**config.mk**
```make
export PLATFORM = sky130hd
export DESIGN_NAME = icw_identify_words
export DESIGN_NICKNAME = d
export VERILOG_FILES = /design/src/rtl/icw_pkg.sv /design/src/rtl/icw_identify_words.sv
export SDC_FILE = /design/constraint.sdc
export NUM_CORES = 2
export LEC_CHECK = 0
export ABC_AREA = 1
export BUFFER_PORTS_ARGS = -buffer_cell sky130_fd_sc_hd__buf_2
export CAP_MARGIN = 30
export CORE_ASPECT_RATIO = 1.4
export CORE_MARGIN = 2
export CORE_UTILIZATION = 42
export CTS_BUF_LIST = sky130_fd_sc_hd__clkbuf_16
export DETAILED_ROUTE_END_ITERATION = 10
export PLACE_DENSITY_LB_ADDON = 0.05
export SETUP_SLACK_MARGIN = 0.5
export SYNTH_ARGS = -nofsm -noshare
export SYNTH_HDL_FRONTEND = slang
export SYNTH_SLANG_ARGS = --single-unit
```
**constraint.sdc**
```tcl
create_clock -name ref_clk -period 14.1 [get_ports ref_clk]
set_input_delay 1.41 -clock ref_clk [delete_from_list [all_inputs] [get_ports ref_clk]]
set_output_delay 1.41 -clock ref_clk [all_outputs]
set_load 0.02 [all_outputs]
```
**src/rtl/icw_pkg.sv**
```systemverilog
// package: word indices, field positions and defaults of the identify words
package icw_pkg;
  localparam int unsigned IDX_W = 8;
  localparam int unsigned WORD_W = 16;
  localparam logic [7:0] W_FW_FIRST = 8'h17;
  localparam logic [7:0] W_FW_LAST = 8'h1A;
  localparam logic [7:0] W_MODEL_FIRST = 8'h1B;
  localparam logic [7:0] W_MODEL_LAST = 8'h2E;
  localparam logic [7:0] W_MULT_MAX = 8'h2F;
  localparam logic [7:0] W_CAP49 = 8'h31;
  localparam logic [7:0] W_CAP50 = 8'h32;
  localparam logic [7:0] W_PIO51 = 8'h33;
  localparam logic [7:0] W_VALID53 = 8'h35;
  localparam logic [7:0] W_CYL = 8'h36;
  localparam logic [7:0] W_HEAD = 8'h37;
  localparam logic [7:0] W_SPT = 8'h38;
  localparam logic [7:0] W_CAPA_LO = 8'h39;
  localparam logic [7:0] W_CAPA_HI = 8'h3A;
  localparam logic [7:0] W_MULT_SET = 8'h3B;
  localparam logic [7:0] W_LBA_LO = 8'h3C;
  localparam logic [7:0] W_LBA_HI = 8'h3D;
  localparam logic [7:0] W_MDMA = 8'h3F;
  localparam logic [7:0] W_APIO = 8'h40;
  localparam logic [7:0] W_MDMA_MIN = 8'h41;
  localparam logic [7:0] W_MDMA_REC = 8'h42;
  localparam logic [7:0] W_PIO_NOFC = 8'h43;
  localparam logic [7:0] W_PIO_IORDY = 8'h44;
  localparam logic [7:0] W_SPEC69 = 8'h45;
  localparam logic [7:0] W_NCQ = 8'h4B;
  localparam logic [7:0] W_SCAP76 = 8'h4C;
  localparam logic [7:0] W_SFEAT78 = 8'h4E;
  // field positions
  localparam int unsigned B49_STBY = 13;
  localparam int unsigned B49_IORDY = 11;
  localparam int unsigned B49_IORDY_DIS = 10;
  localparam int unsigned B49_LBA = 9;
  localparam int unsigned B49_DMA = 8;
  localparam int unsigned B50_STBY_VS = 0;
  localparam int unsigned B53_CHS = 0;
  localparam int unsigned B53_TIMING = 1;
  localparam int unsigned B53_UDMA = 2;
  localparam int unsigned B59_VALID = 8;
  localparam int unsigned B69_SPEC = 15;
  localparam int unsigned B76_EVCNT = 10;
  localparam int unsigned B76_HIPM = 9;
  localparam int unsigned B76_NCQ = 8;
  localparam int unsigned B76_GEN2 = 2;
  localparam int unsigned B76_GEN1 = 1;
  localparam logic [7:0] PIO_LEGACY_MODE = 8'h02;
  localparam logic [7:0] SPACE_CHAR = 8'h20;
  localparam logic [15:0] ZERO_WORD = 16'h0000;
  localparam logic [7:0] MULT_SET_MAX = 8'h01;
  localparam logic [4:0] NCQ_DEPTH_M1 = 5'h1F;
  localparam logic [15:0] DEF_PIO_IORDY_NS = 16'h0078;
  localparam logic [15:0] DEF_PIO_NOFC_NS = 16'h0078;
  localparam logic [15:0] DEF_MDMA_NS = 16'h0078;
  localparam logic [5:0] DEF_SFEAT = 6'h00;

  // read port carrier
  typedef struct packed {
    logic [7:0]  idx;
    logic        rd;
    logic        wr;
  } icw_req_s;

  typedef struct packed {
    logic [15:0] data;
    logic        hit;
  } icw_rsp_s;

  typedef enum logic [1:0] {
    ICW_MDMA_M0,
    ICW_MDMA_M1,
    ICW_MDMA_M2
  } icw_mdma_e;
endpackage

```
**src/rtl/icw_identify_words.sv**
```systemverilog
// identify data words 23..78: read-only word generator for the identify block
// What this block does
// - word 47 reports max sectors per multiple
// - model text 27-46 left aligned, space padded
// - word 49 bit 13 clear, vendor standby
// - word 49 bits 11,10 set for IORDY
// - word 49 bits 9,8 set: LBA, DMA
// - word 50 bit 0 set
// - word 51 upper byte holds 02h
// - word 53 bits 0,1,2 flag valid groups
// - words 57-58 equal cylinders*heads*sectors
// - word 59 valid bit, setting 0 or 1
// - words 60-61 LBA-only sector total
// - word 63 high byte one-hot selected mode
// - word 63 low byte cumulative supported modes
// - timing words supported set word 53 bit 1
// - word 64 bits 0,1 for PIO 3,4
// - word 65 minimum multiword DMA cycle
// - word 66 never below word 65
// - word 67 never below word 68
// - word 68 fastest PIO IORDY cycle
// - unsupported timing words read zero
// - word 69 bit 15, word 75 depth-1
// - words 76 and 78 serial capability flags
module icw_identify_words #(
  parameter int unsigned     MODEL_CHARS   = 40,
  parameter logic [319:0]    MODEL_TEXT    = {"IDENTIFY MODEL", 208'h0},
  parameter logic [63:0]     FW_TEXT       = "REV 0001",
  parameter logic [7:0]      MULT_MAX      = 8'h01,
  parameter logic [2:0]      MDMA_MAX      = 3'h2,
  parameter logic            PIO3_OK       = 1'b1,
  parameter logic            PIO4_OK       = 1'b1,
  parameter logic [15:0]     MDMA_MIN_NS   = icw_pkg::DEF_MDMA_NS,
  parameter logic [15:0]     MDMA_REC_NS   = icw_pkg::DEF_MDMA_NS,
  parameter logic [15:0]     PIO_NOFC_NS   = icw_pkg::DEF_PIO_NOFC_NS,
  parameter logic [15:0]     PIO_IORDY_NS  = icw_pkg::DEF_PIO_IORDY_NS,
  parameter logic [4:0]      NCQ_DEPTH_M1  = icw_pkg::NCQ_DEPTH_M1,
  parameter logic            NCQ_OK        = 1'b1,
  parameter logic            HIPM_OK       = 1'b1,
  parameter logic            EVCNT_OK      = 1'b0,
  parameter logic            GEN2_OK       = 1'b1,
  parameter logic            GEN1_OK       = 1'b1,
  parameter logic [5:0]      SFEAT         = icw_pkg::DEF_SFEAT
) (
  input  wire logic             ref_clk,
  input  wire logic             rst,
  input  wire logic [7:0]       addr,
  input  wire logic [15:0]      wdata,
  input  wire logic             wr_stb,
  input  wire logic             rd_stb,
  output logic      [15:0]      rdata,
  input  wire logic [15:0]      cur_cyl,
  input  wire logic [15:0]      cur_head,
  input  wire logic [15:0]      cur_spt,
  input  wire logic [31:0]      lba_total,
  input  wire logic             mult_set,
  input  wire logic             mdma_sel_vld,
  input  wire icw_pkg::icw_mdma_e mdma_sel,
  input  wire logic             udma_word_vld
);

  // text byte pick: first char lands in the high byte of each word
  function automatic logic [15:0] text_word(input logic [319:0] txt,
                                            input int unsigned  nchar,
                                            input int unsigned  wi);
    logic [7:0]  hi;
    logic [7:0]  lo;
    int unsigned ci;
    ci = 2 * wi;
    hi = txt[319 - 8*ci -: 8];
    lo = txt[319 - 8*(ci+1) -: 8];
    // zero bytes in the string are unused positions: pad with spaces
    if (ci >= nchar || hi == 8'h00) hi = icw_pkg::SPACE_CHAR;
    if (ci + 1 >= nchar || lo == 8'h00) lo = icw_pkg::SPACE_CHAR;
    text_word = {hi, lo};
  endfunction

  function automatic logic in_range(input logic [7:0] a,
                                    input logic [7:0] lo,
                                    input logic [7:0] hi);
    in_range = (a >= lo) && (a <= hi);
  endfunction

  icw_pkg::icw_req_s req;
  icw_pkg::icw_rsp_s rsp;
  logic [15:0]       rdata_q;
  logic [15:0]       rdata_d;
  logic [31:0]       chs_cap_q;
  logic [47:0]       chs_prod;

  assign req.idx = addr;
  assign req.rd  = rd_stb;
  assign req.wr  = wr_stb;

  // product registered: breaks the long multiplier path, one cycle stale
  // after a geometry change, which host reads never observe in practice
  assign chs_prod = cur_cyl * cur_head * cur_spt;

  wire logic        timing_any   = (MDMA_MAX != 3'h0) || PIO3_OK || PIO4_OK;
  wire logic        pio3_up      = PIO3_OK || PIO4_OK;
  wire logic [15:0] w47 = {8'h00, MULT_MAX};
  wire logic [15:0] w49 = (16'h0001 << icw_pkg::B49_IORDY)
                        | (16'h0001 << icw_pkg::B49_IORDY_DIS)
                        | (16'h0001 << icw_pkg::B49_LBA)
                        | (16'h0001 << icw_pkg::B49_DMA)
                        & ~(16'h0001 << icw_pkg::B49_STBY);
  wire logic [15:0] w50 = 16'h0001 << icw_pkg::B50_STBY_VS;
  wire logic [15:0] w51 = {icw_pkg::PIO_LEGACY_MODE, 8'h00};
  wire logic [15:0] w53 = (16'h0001 << icw_pkg::B53_CHS)
                        | ({15'h0000, timing_any} << icw_pkg::B53_TIMING)
                        | ({15'h0000, udma_word_vld}
                           << icw_pkg::B53_UDMA);
  wire logic [7:0]  mult_cur = mult_set ? icw_pkg::MULT_SET_MAX : 8'h00;
  wire logic [15:0] w59 = (16'h0001 << icw_pkg::B59_VALID)
                        | {8'h00, mult_cur};
  // one-hot selected mode; nothing selected when mdma_sel_vld is low
  wire logic [7:0]  mdma_hi = mdma_sel_vld
                        ? (8'h01 << mdma_sel) : 8'h00;
  // mode n supported means bits n..0 all set, hence the shift by n+1
  wire logic [7:0]  mdma_lo = (MDMA_MAX == 3'h0) ? 8'h00
                        : ~(8'hFF << ({1'b0, MDMA_MAX} + 4'h1));
  wire logic [15:0] w63 = {mdma_hi, mdma_lo};
  wire logic [15:0] w64 = {14'h0000, PIO4_OK, PIO3_OK};
  wire logic        mdma_sup = MDMA_MAX != 3'h0;
  wire logic [15:0] w65 = mdma_sup ? MDMA_MIN_NS : icw_pkg::ZERO_WORD;
  // clamp keeps the recommended figure at or above the minimum
  wire logic [15:0] rec_ns = (MDMA_REC_NS < MDMA_MIN_NS)
                        ? MDMA_MIN_NS : MDMA_REC_NS;
  wire logic [15:0] w66 = mdma_sup ? rec_ns : icw_pkg::ZERO_WORD;
  wire logic [15:0] w68 = pio3_up ? PIO_IORDY_NS : icw_pkg::ZERO_WORD;
  wire logic [15:0] nofc = (PIO_NOFC_NS < PIO_IORDY_NS)
                        ? PIO_IORDY_NS : PIO_NOFC_NS;
  wire logic [15:0] w67 = pio3_up ? nofc : icw_pkg::ZERO_WORD;
  wire logic [15:0] w69 = 16'h0001 << icw_pkg::B69_SPEC;
  wire logic [15:0] w75 = {11'h000, NCQ_DEPTH_M1};
  wire logic [15:0] w76 = ({15'h0000, EVCNT_OK} << icw_pkg::B76_EVCNT)
                        | ({15'h0000, HIPM_OK} << icw_pkg::B76_HIPM)
                        | ({15'h0000, NCQ_OK} << icw_pkg::B76_NCQ)
                        | ({15'h0000, GEN2_OK} << icw_pkg::B76_GEN2)
                        | ({15'h0000, GEN1_OK}
                           << icw_pkg::B76_GEN1);
  wire logic [15:0] w78 = {9'h000, SFEAT, 1'b0};

  wire logic [7:0]  fw_off    = addr - icw_pkg::W_FW_FIRST;
  wire logic [7:0]  model_off = addr - icw_pkg::W_MODEL_FIRST;
  wire logic [319:0] fw_pad   = {FW_TEXT, 256'h0};

  always_comb begin
    rdata_d = icw_pkg::ZERO_WORD;
    rsp.hit = 1'b1;
    if (in_range(addr, icw_pkg::W_FW_FIRST, icw_pkg::W_FW_LAST)) begin
      rdata_d = text_word(fw_pad, 8, int'(fw_off));
    end else if (in_range(addr, icw_pkg::W_MODEL_FIRST,
                          icw_pkg::W_MODEL_LAST)) begin
      rdata_d = text_word(MODEL_TEXT, MODEL_CHARS, int'(model_off));
    end else begin
      unique case (addr)
        icw_pkg::W_MULT_MAX:  rdata_d = w47;
        icw_pkg::W_CAP49:     rdata_d = w49;
        icw_pkg::W_CAP50:     rdata_d = w50;
        icw_pkg::W_PIO51:     rdata_d = w51;
        icw_pkg::W_VALID53:   rdata_d = w53;
        icw_pkg::W_CYL:       rdata_d = cur_cyl;
        icw_pkg::W_HEAD:      rdata_d = cur_head;
        icw_pkg::W_SPT:       rdata_d = cur_spt;
        icw_pkg::W_CAPA_LO:   rdata_d = chs_cap_q[15:0];
        icw_pkg::W_CAPA_HI:   rdata_d = chs_cap_q[31:16];
        icw_pkg::W_MULT_SET:  rdata_d = w59;
        icw_pkg::W_LBA_LO:    rdata_d = lba_total[15:0];
        icw_pkg::W_LBA_HI:    rdata_d = lba_total[31:16];
        icw_pkg::W_MDMA:      rdata_d = w63;
        icw_pkg::W_APIO:      rdata_d = w64;
        icw_pkg::W_MDMA_MIN:  rdata_d = w65;
        icw_pkg::W_MDMA_REC:  rdata_d = w66;
        icw_pkg::W_PIO_NOFC:  rdata_d = w67;
        icw_pkg::W_PIO_IORDY: rdata_d = w68;
        icw_pkg::W_SPEC69:    rdata_d = w69;
        icw_pkg::W_NCQ:       rdata_d = w75;
        icw_pkg::W_SCAP76:    rdata_d = w76;
        icw_pkg::W_SFEAT78:   rdata_d = w78;
        default: begin
          // reserved and out-of-range words read zero
          rdata_d = icw_pkg::ZERO_WORD;
          rsp.hit = 1'b0;
        end
      endcase
    end
    rsp.data = rdata_d;
  end

  // writes never reach any state: every word is generated
  always_ff @(posedge ref_clk) begin
    if (rst) begin
      rdata_q   <= icw_pkg::ZERO_WORD;
      chs_cap_q <= 32'h0000_0000;
    end else begin
      chs_cap_q <= chs_prod[31:0];
      if (req.rd) begin
        rdata_q <= rsp.data;
      end else begin
        rdata_q <= icw_pkg::ZERO_WORD;
      end
    end
  end

  assign rdata = rdata_q;

  wire logic unused_ok = &{1'b0, wdata, req.wr, rsp.hit};

endmodule

```
Word-level counts from Yosys, hierarchy flattened

Index checks and enable logic that the tools add are counted.

Add/sub/neg operators: 8
Multiply operators: 2
Magnitude comparators: 8
Equal/unequal tests: 22
Shift operators: 5
Muxes and demuxes: 9
Bitwise gates (word level): 1
Reduce and logical (&&, ||, !) cells: 13

Operators by type and width:

| cell                        | count |
|---|---|
| $shiftx A327 B33 Y8 const A | 4 |
| $pmux W16 S18               | 1 |
| $eq A8 B6 Y1 const B        | 14 |
| $eq A8 B7 Y1 const B        | 8 |
| $sub A9 B32 Y32 const A     | 2 |
| $mux W8                     | 5 |
| $logic_not A8 Y1            | 4 |
| $mul A16 B16 Y32            | 1 |
| $mul A32 B16 Y32            | 1 |
| $mux W16                    | 2 |
| $sub A9 B12 Y13 const A     | 2 |
| $add A9 B1 Y10 const B      | 2 |
| $ge A8 B5 Y1 const B        | 2 |
| $sub A8 B5 Y8 const B       | 2 |
| $ge A10 B4 Y1 const B       | 1 |
| $ge A10 B6 Y1 const B       | 1 |
| $ge A9 B4 Y1 const B        | 1 |
| $ge A9 B6 Y1 const B        | 1 |
| $le A8 B5 Y1 const B        | 1 |
| $le A8 B6 Y1 const B        | 1 |
| $shl A1 B2 Y8 const A       | 1 |
| $logic_or A1 B1 Y1          | 4 |
| $reduce_or A2 Y1            | 2 |
| $reduce_or A4 Y1            | 1 |
| 3 further kinds             | 4 |

Register bits after elaboration: 48
Bits of input ports: 113
Output and inout bits: 16
Logic and storage cells: 70

Logic depth before layout (Yosys ltp)

Depth after elaboration: 9
Gate-level depth with buffers: 53
Mapped depth without buffers: 51

Worst setup path before layout

Ideal clock, no wire load.

Kind: in2reg
Start point: in cur_head[1]
End point: reg chs_cap_q[30]
Library setup time: 121 ps
Arrival: 11274 ps
Required time: 13979 ps
Setup slack: 2705 ps
Cell stages on the path: 44
Buffers on the path: 3
Cells stage by stage: clkbuf_1 clkbuf_1 nand2_1 fa_1 fa_1 fa_1 fa_1 inv_1 fa_1 inv_1 fa_1 inv_1 ha_1 nand2_1 inv_1 a21oi_1 inv_1 a21oi_1 (+8 left out) fa_1 fa_1 fa_1 fa_1 inv_1 fa_1 inv_1 ha_1 a21oi_1 o21ai_0 a221oi_1 o21ai_0 a41oi_1 nor2_1 o21ai_0 nand2_1 o21ai_0 a21oi_1

Longest elaborated chain between the ends: 2

Ends and longest elaborated chain:

| item                 | line                      | RTL |
|---|---|---|
| from (decl)          | icw_identify_words.sv:53  | `input wire logic [15:0] cur_head,` |
| $mul A16 B16 Y32     | icw_identify_words.sv:97  | `assign chs_prod = cur_cyl * cur_head * cur_spt;` |
| $mul A32 B16 Y32     | icw_identify_words.sv:97  |  |
| to (signal assigned) | icw_identify_words.sv:197 | `chs_cap_q <= chs_prod[31:0];` |
| to (decl)            | icw_identify_words.sv:88  | `logic [31:0] chs_cap_q;` |

Every way passes these cells.
A chain may end at the register's enable or synchronous reset.

Final worst setup path

Start point: in cur_cyl[9]
End point: reg chs_cap_q[30]

Longest elaborated chain between the ends: 2

Ends and longest elaborated chain:

| item             | line                     | RTL |
|---|---|---|
| from (decl)      | icw_identify_words.sv:52 | `input wire logic [15:0] cur_cyl,` |
| $mul A16 B16 Y32 | icw_identify_words.sv:97 |  |
| $mul A32 B16 Y32 | icw_identify_words.sv:97 |  |

Every way passes these cells.

==> flow_summary_export.csv <==
group,metric,value,unit
clock_tree,cts_tree,"done",
global_routing,grtUsageTotal,27.5,%
drt,ant_nets,0,
timing,finalSetupViolCount,0,
global_routing,grt_util_met1,34.2,%
drt,wire_per_inst,19.3,microns
floorplan,initial_core_util,42.5,%
layout,area_growth,5.06,%
synthesis,netlist_instances,3333,
setup_path,cp_common_cell,"fa_1",
layout,layout-drive-gt1-share,5.61,%
global_routing,busiest_layer,"met2",
global_routing,grt_pass1_vias,22300,
clock_tree,root_buffer,"clkbuf_16",
floorplan,die_w,206,microns
clock_tree,clock_path_buffers,2,
worst_hold_path,hp-start,"chs_cap_q[7]",
setup_path,cp-end-kind,"flip-flop",
clock_tree,cts_setup_buffers,0,
clock_tree,cts-buffers-inserted,5,
clock_tree,h-tree-depth,2,
placed_design,io_buffers,111,
timing,drv_slew,0,
global_routing,use_met2,51.8,%
placed_design,preCtsSetupSlack,1440,ps
synthesis,yosysSeqAreaShare,4.00,%
floorplan,pin_count,129,
floorplan,die_h,287,microns
synthesis,synth_ff_type,"dfxtp_1",
setup_path,r2r_start,"chs_cap_q[4]",
timing,skew,4.39,ps
timing,post-route-period-util,87.6,%
synthesis,synth_warnings,0,
drt,route.detailed.drc,0,
clock_tree,ctsResizeCount,0,
synthesis,synth.avg_cell_area,7.21,sq um
synthesis,synth_edf_count,0,
setup_path,r2r_slack,12530,ps
timing,hold_violations,0,
clock_tree,clkLatencyLatePin,290,ps
setup_path,r2r_end,"rdata[4]",
setup_path,required,14260,ps
drt,drt_wl_total,78400,microns
global_routing,grt_pass1_wl,124000,microns
synthesis,syn_area,0.0240,sq mm
layout,n_antenna_cell,0,
floorplan,core,0.0564,sq mm
timing,max_clock_freq,80.9,MHz
clock_tree,clock_sinks,48,
global_routing,grtUsageMet3,1.19,%
setup_path,worst-setup-path-type,"in2reg",
setup_path,cpMaxStageDelayCell,"fa_1",
global_routing,gr-total-overflow,0,
run,maxCapViolCount,0,
timing,fin_crit,12360,ps
timing,whs,526,ps
drt,drt_first_iter_violations,1236,
clock_tree,cts_hold_buf,0,
synthesis,ys_ff_latch,48,
layout,postLayoutCellArea,0.0252,sq mm
timing,rsz0062_at_grt,"false",
timing,slew_headroom,35.0,%
timing,worst_slew_pin_slew,965,ps
floorplan,rows,103,
setup_path,r2r_cells,6,
placed_design,dp_hpwl,64700,microns
placed_design,gp_congestion,0.896,
drt,vias_per_cell,5.05,
timing,totalNegativeSetupSlack,0,ps
placed_design,postPlaceCellArea,0.0251,sq mm
synthesis,synthArstFlopShare,0,%
layout,final_common_cell,"inv_1",
worst_hold_path,hold_depth,2,
global_routing,antenna_found_initial,0,
setup_path,cp_slowest_stage_delay,590,ps
drt,vias,20600,
setup_path,cp_max_fo,17,
worst_hold_path,min-delay-path-class,"reg2reg",
layout,finalNetCount,4121,
status,status,"finished clean",
floorplan,die-area,0.0591,sq mm
drt,first_pass_iters,6,
timing,fin_ws,1740,ps
worst_hold_path,hold-path-endpoint,"rdata[7]",
synthesis,synth.distinct_cells,53,
setup_path,critPathArrivalTime,12520,ps
global_routing,grt_max_degree,27,
setup_path,cp-start-kind,"primary input",
layout,layout_common_cells,"inv_1 (938), nand2_1 (898), fa_1 (498)",
synthesis,syn-num-nets,4122,
clock_tree,cts.clk_slew.worst_paths,60,ps
-- state kept, by name (all words and copies together), names as in the netlist --
| register | count |
|---|---|
| rdata | 16 |
| chs_cap_q | 32 |
-- cell families (layout without fill, tap and decap cells) --
logic type               count (synthesis)  after routing  share of synthesized area, %
adder cells (fa/ha/maj)                676            676                          50.8
AND/OR/NAND/NOR                       1283           1283                          21.6
flip-flops                              48             48                          4.00
buffers and inverters                 1090           1090                          17.1
XOR/XNOR                                28             28                          1.11
AO/OA/AOI/OAI                          208            208                          5.38
-- synthesized netlist by cell type, types with 5 or more instances --
cell / n / area, sq um
nand3b_1: 7 / 52.6
o21a_1: 9 / 67.6
a221oi_1: 20 / 175
nor4_1: 9 / 56.3
inv_2: 16 / 60.1
nand4_1: 30 / 188
inv_1: 938 / 3520
dfxtp_1: 48 / 961
xor2_1: 16 / 140
nand2_2: 10 / 62.6
or2_2: 6 / 37.5
clkinv_1: 9 / 33.8
fa_1: 498 / 9970
o21ai_1: 13 / 65.1
a211oi_1: 6 / 45.0
clkbuf_1: 122 / 458
xnor2_1: 9 / 78.8
a21oi_1: 74 / 370
ha_1: 178 / 2230
nor3_1: 10 / 50.1
o21ai_0: 46 / 230
nor2_1: 209 / 785
nand3_1: 82 / 410
nor3_2: 5 / 50.1
nor2_2: 8 / 50.1
nand2_1: 898 / 3370
-- through the flow --
stage,instances,util (%)
2_1_floorplan,3333,-
3_5_place_dp,4060,44.5
4_1_cts,4068,44.7
3_3_place_gp,4058,44.4
5_1_grt,4068,44.7
6_report,4068,44.7
-- layout make-up --
| cell class | count | area [sq um] |
|---|---|---|
| repair buffers | 119 | 627 |
| fillers | 5968 | 31200 |
| inverters | 963 | 3610 |
| well taps | 735 | 920 |
| multi-input cells | 2195 | 19000 |
| clock buffers | 5 | 125 |
| clock inverters | 3 | 13.8 |
| flip-flops and latches | 48 | 961 |
-- worst max-delay path: cells and delay by family --
family	cells	cell delay, ps
AOI/OAI and AO/OA	8	1410
adders and majority gates	14	6540
buffers and inverters	12	1530
and+or+nand+nor	10	1600
-- worst max-delay path by stage --
| stage | startpoint | to | slack (ps) | depth (start not counted) |
|---|---|---|---|---|
| 2_1_floorplan | cur_head[1] | chs_cap_q[30] | 2710 | 44 |
| 3_3_place_gp | cur_cyl[9] | chs_cap_q[28] | 1390 | 41 |
| 3_5_place_dp | cur_cyl[8] | chs_cap_q[28] | 1440 | 41 |
| 4_1_cts | cur_cyl[8] | chs_cap_q[28] | 1690 | 41 |
| 5_1_grt | cur_cyl[9] | chs_cap_q[30] | 1170 | 44 |
| 6_report | cur_cyl[9] | chs_cap_q[30] | 1740 | 44 |
-- per-layer routing --
layer | part of all wire [%] | up-vias
met1 | 41 | 10400
met3 | 3.2 | 114
met5 | 0 | -
met4 | 2.8 | 0
met2 | 53 | 458
li1 | - | 9590
Power is not shown: default switching activity piles up to over one toggle a cycle in this logic, so the estimate is an artifact.
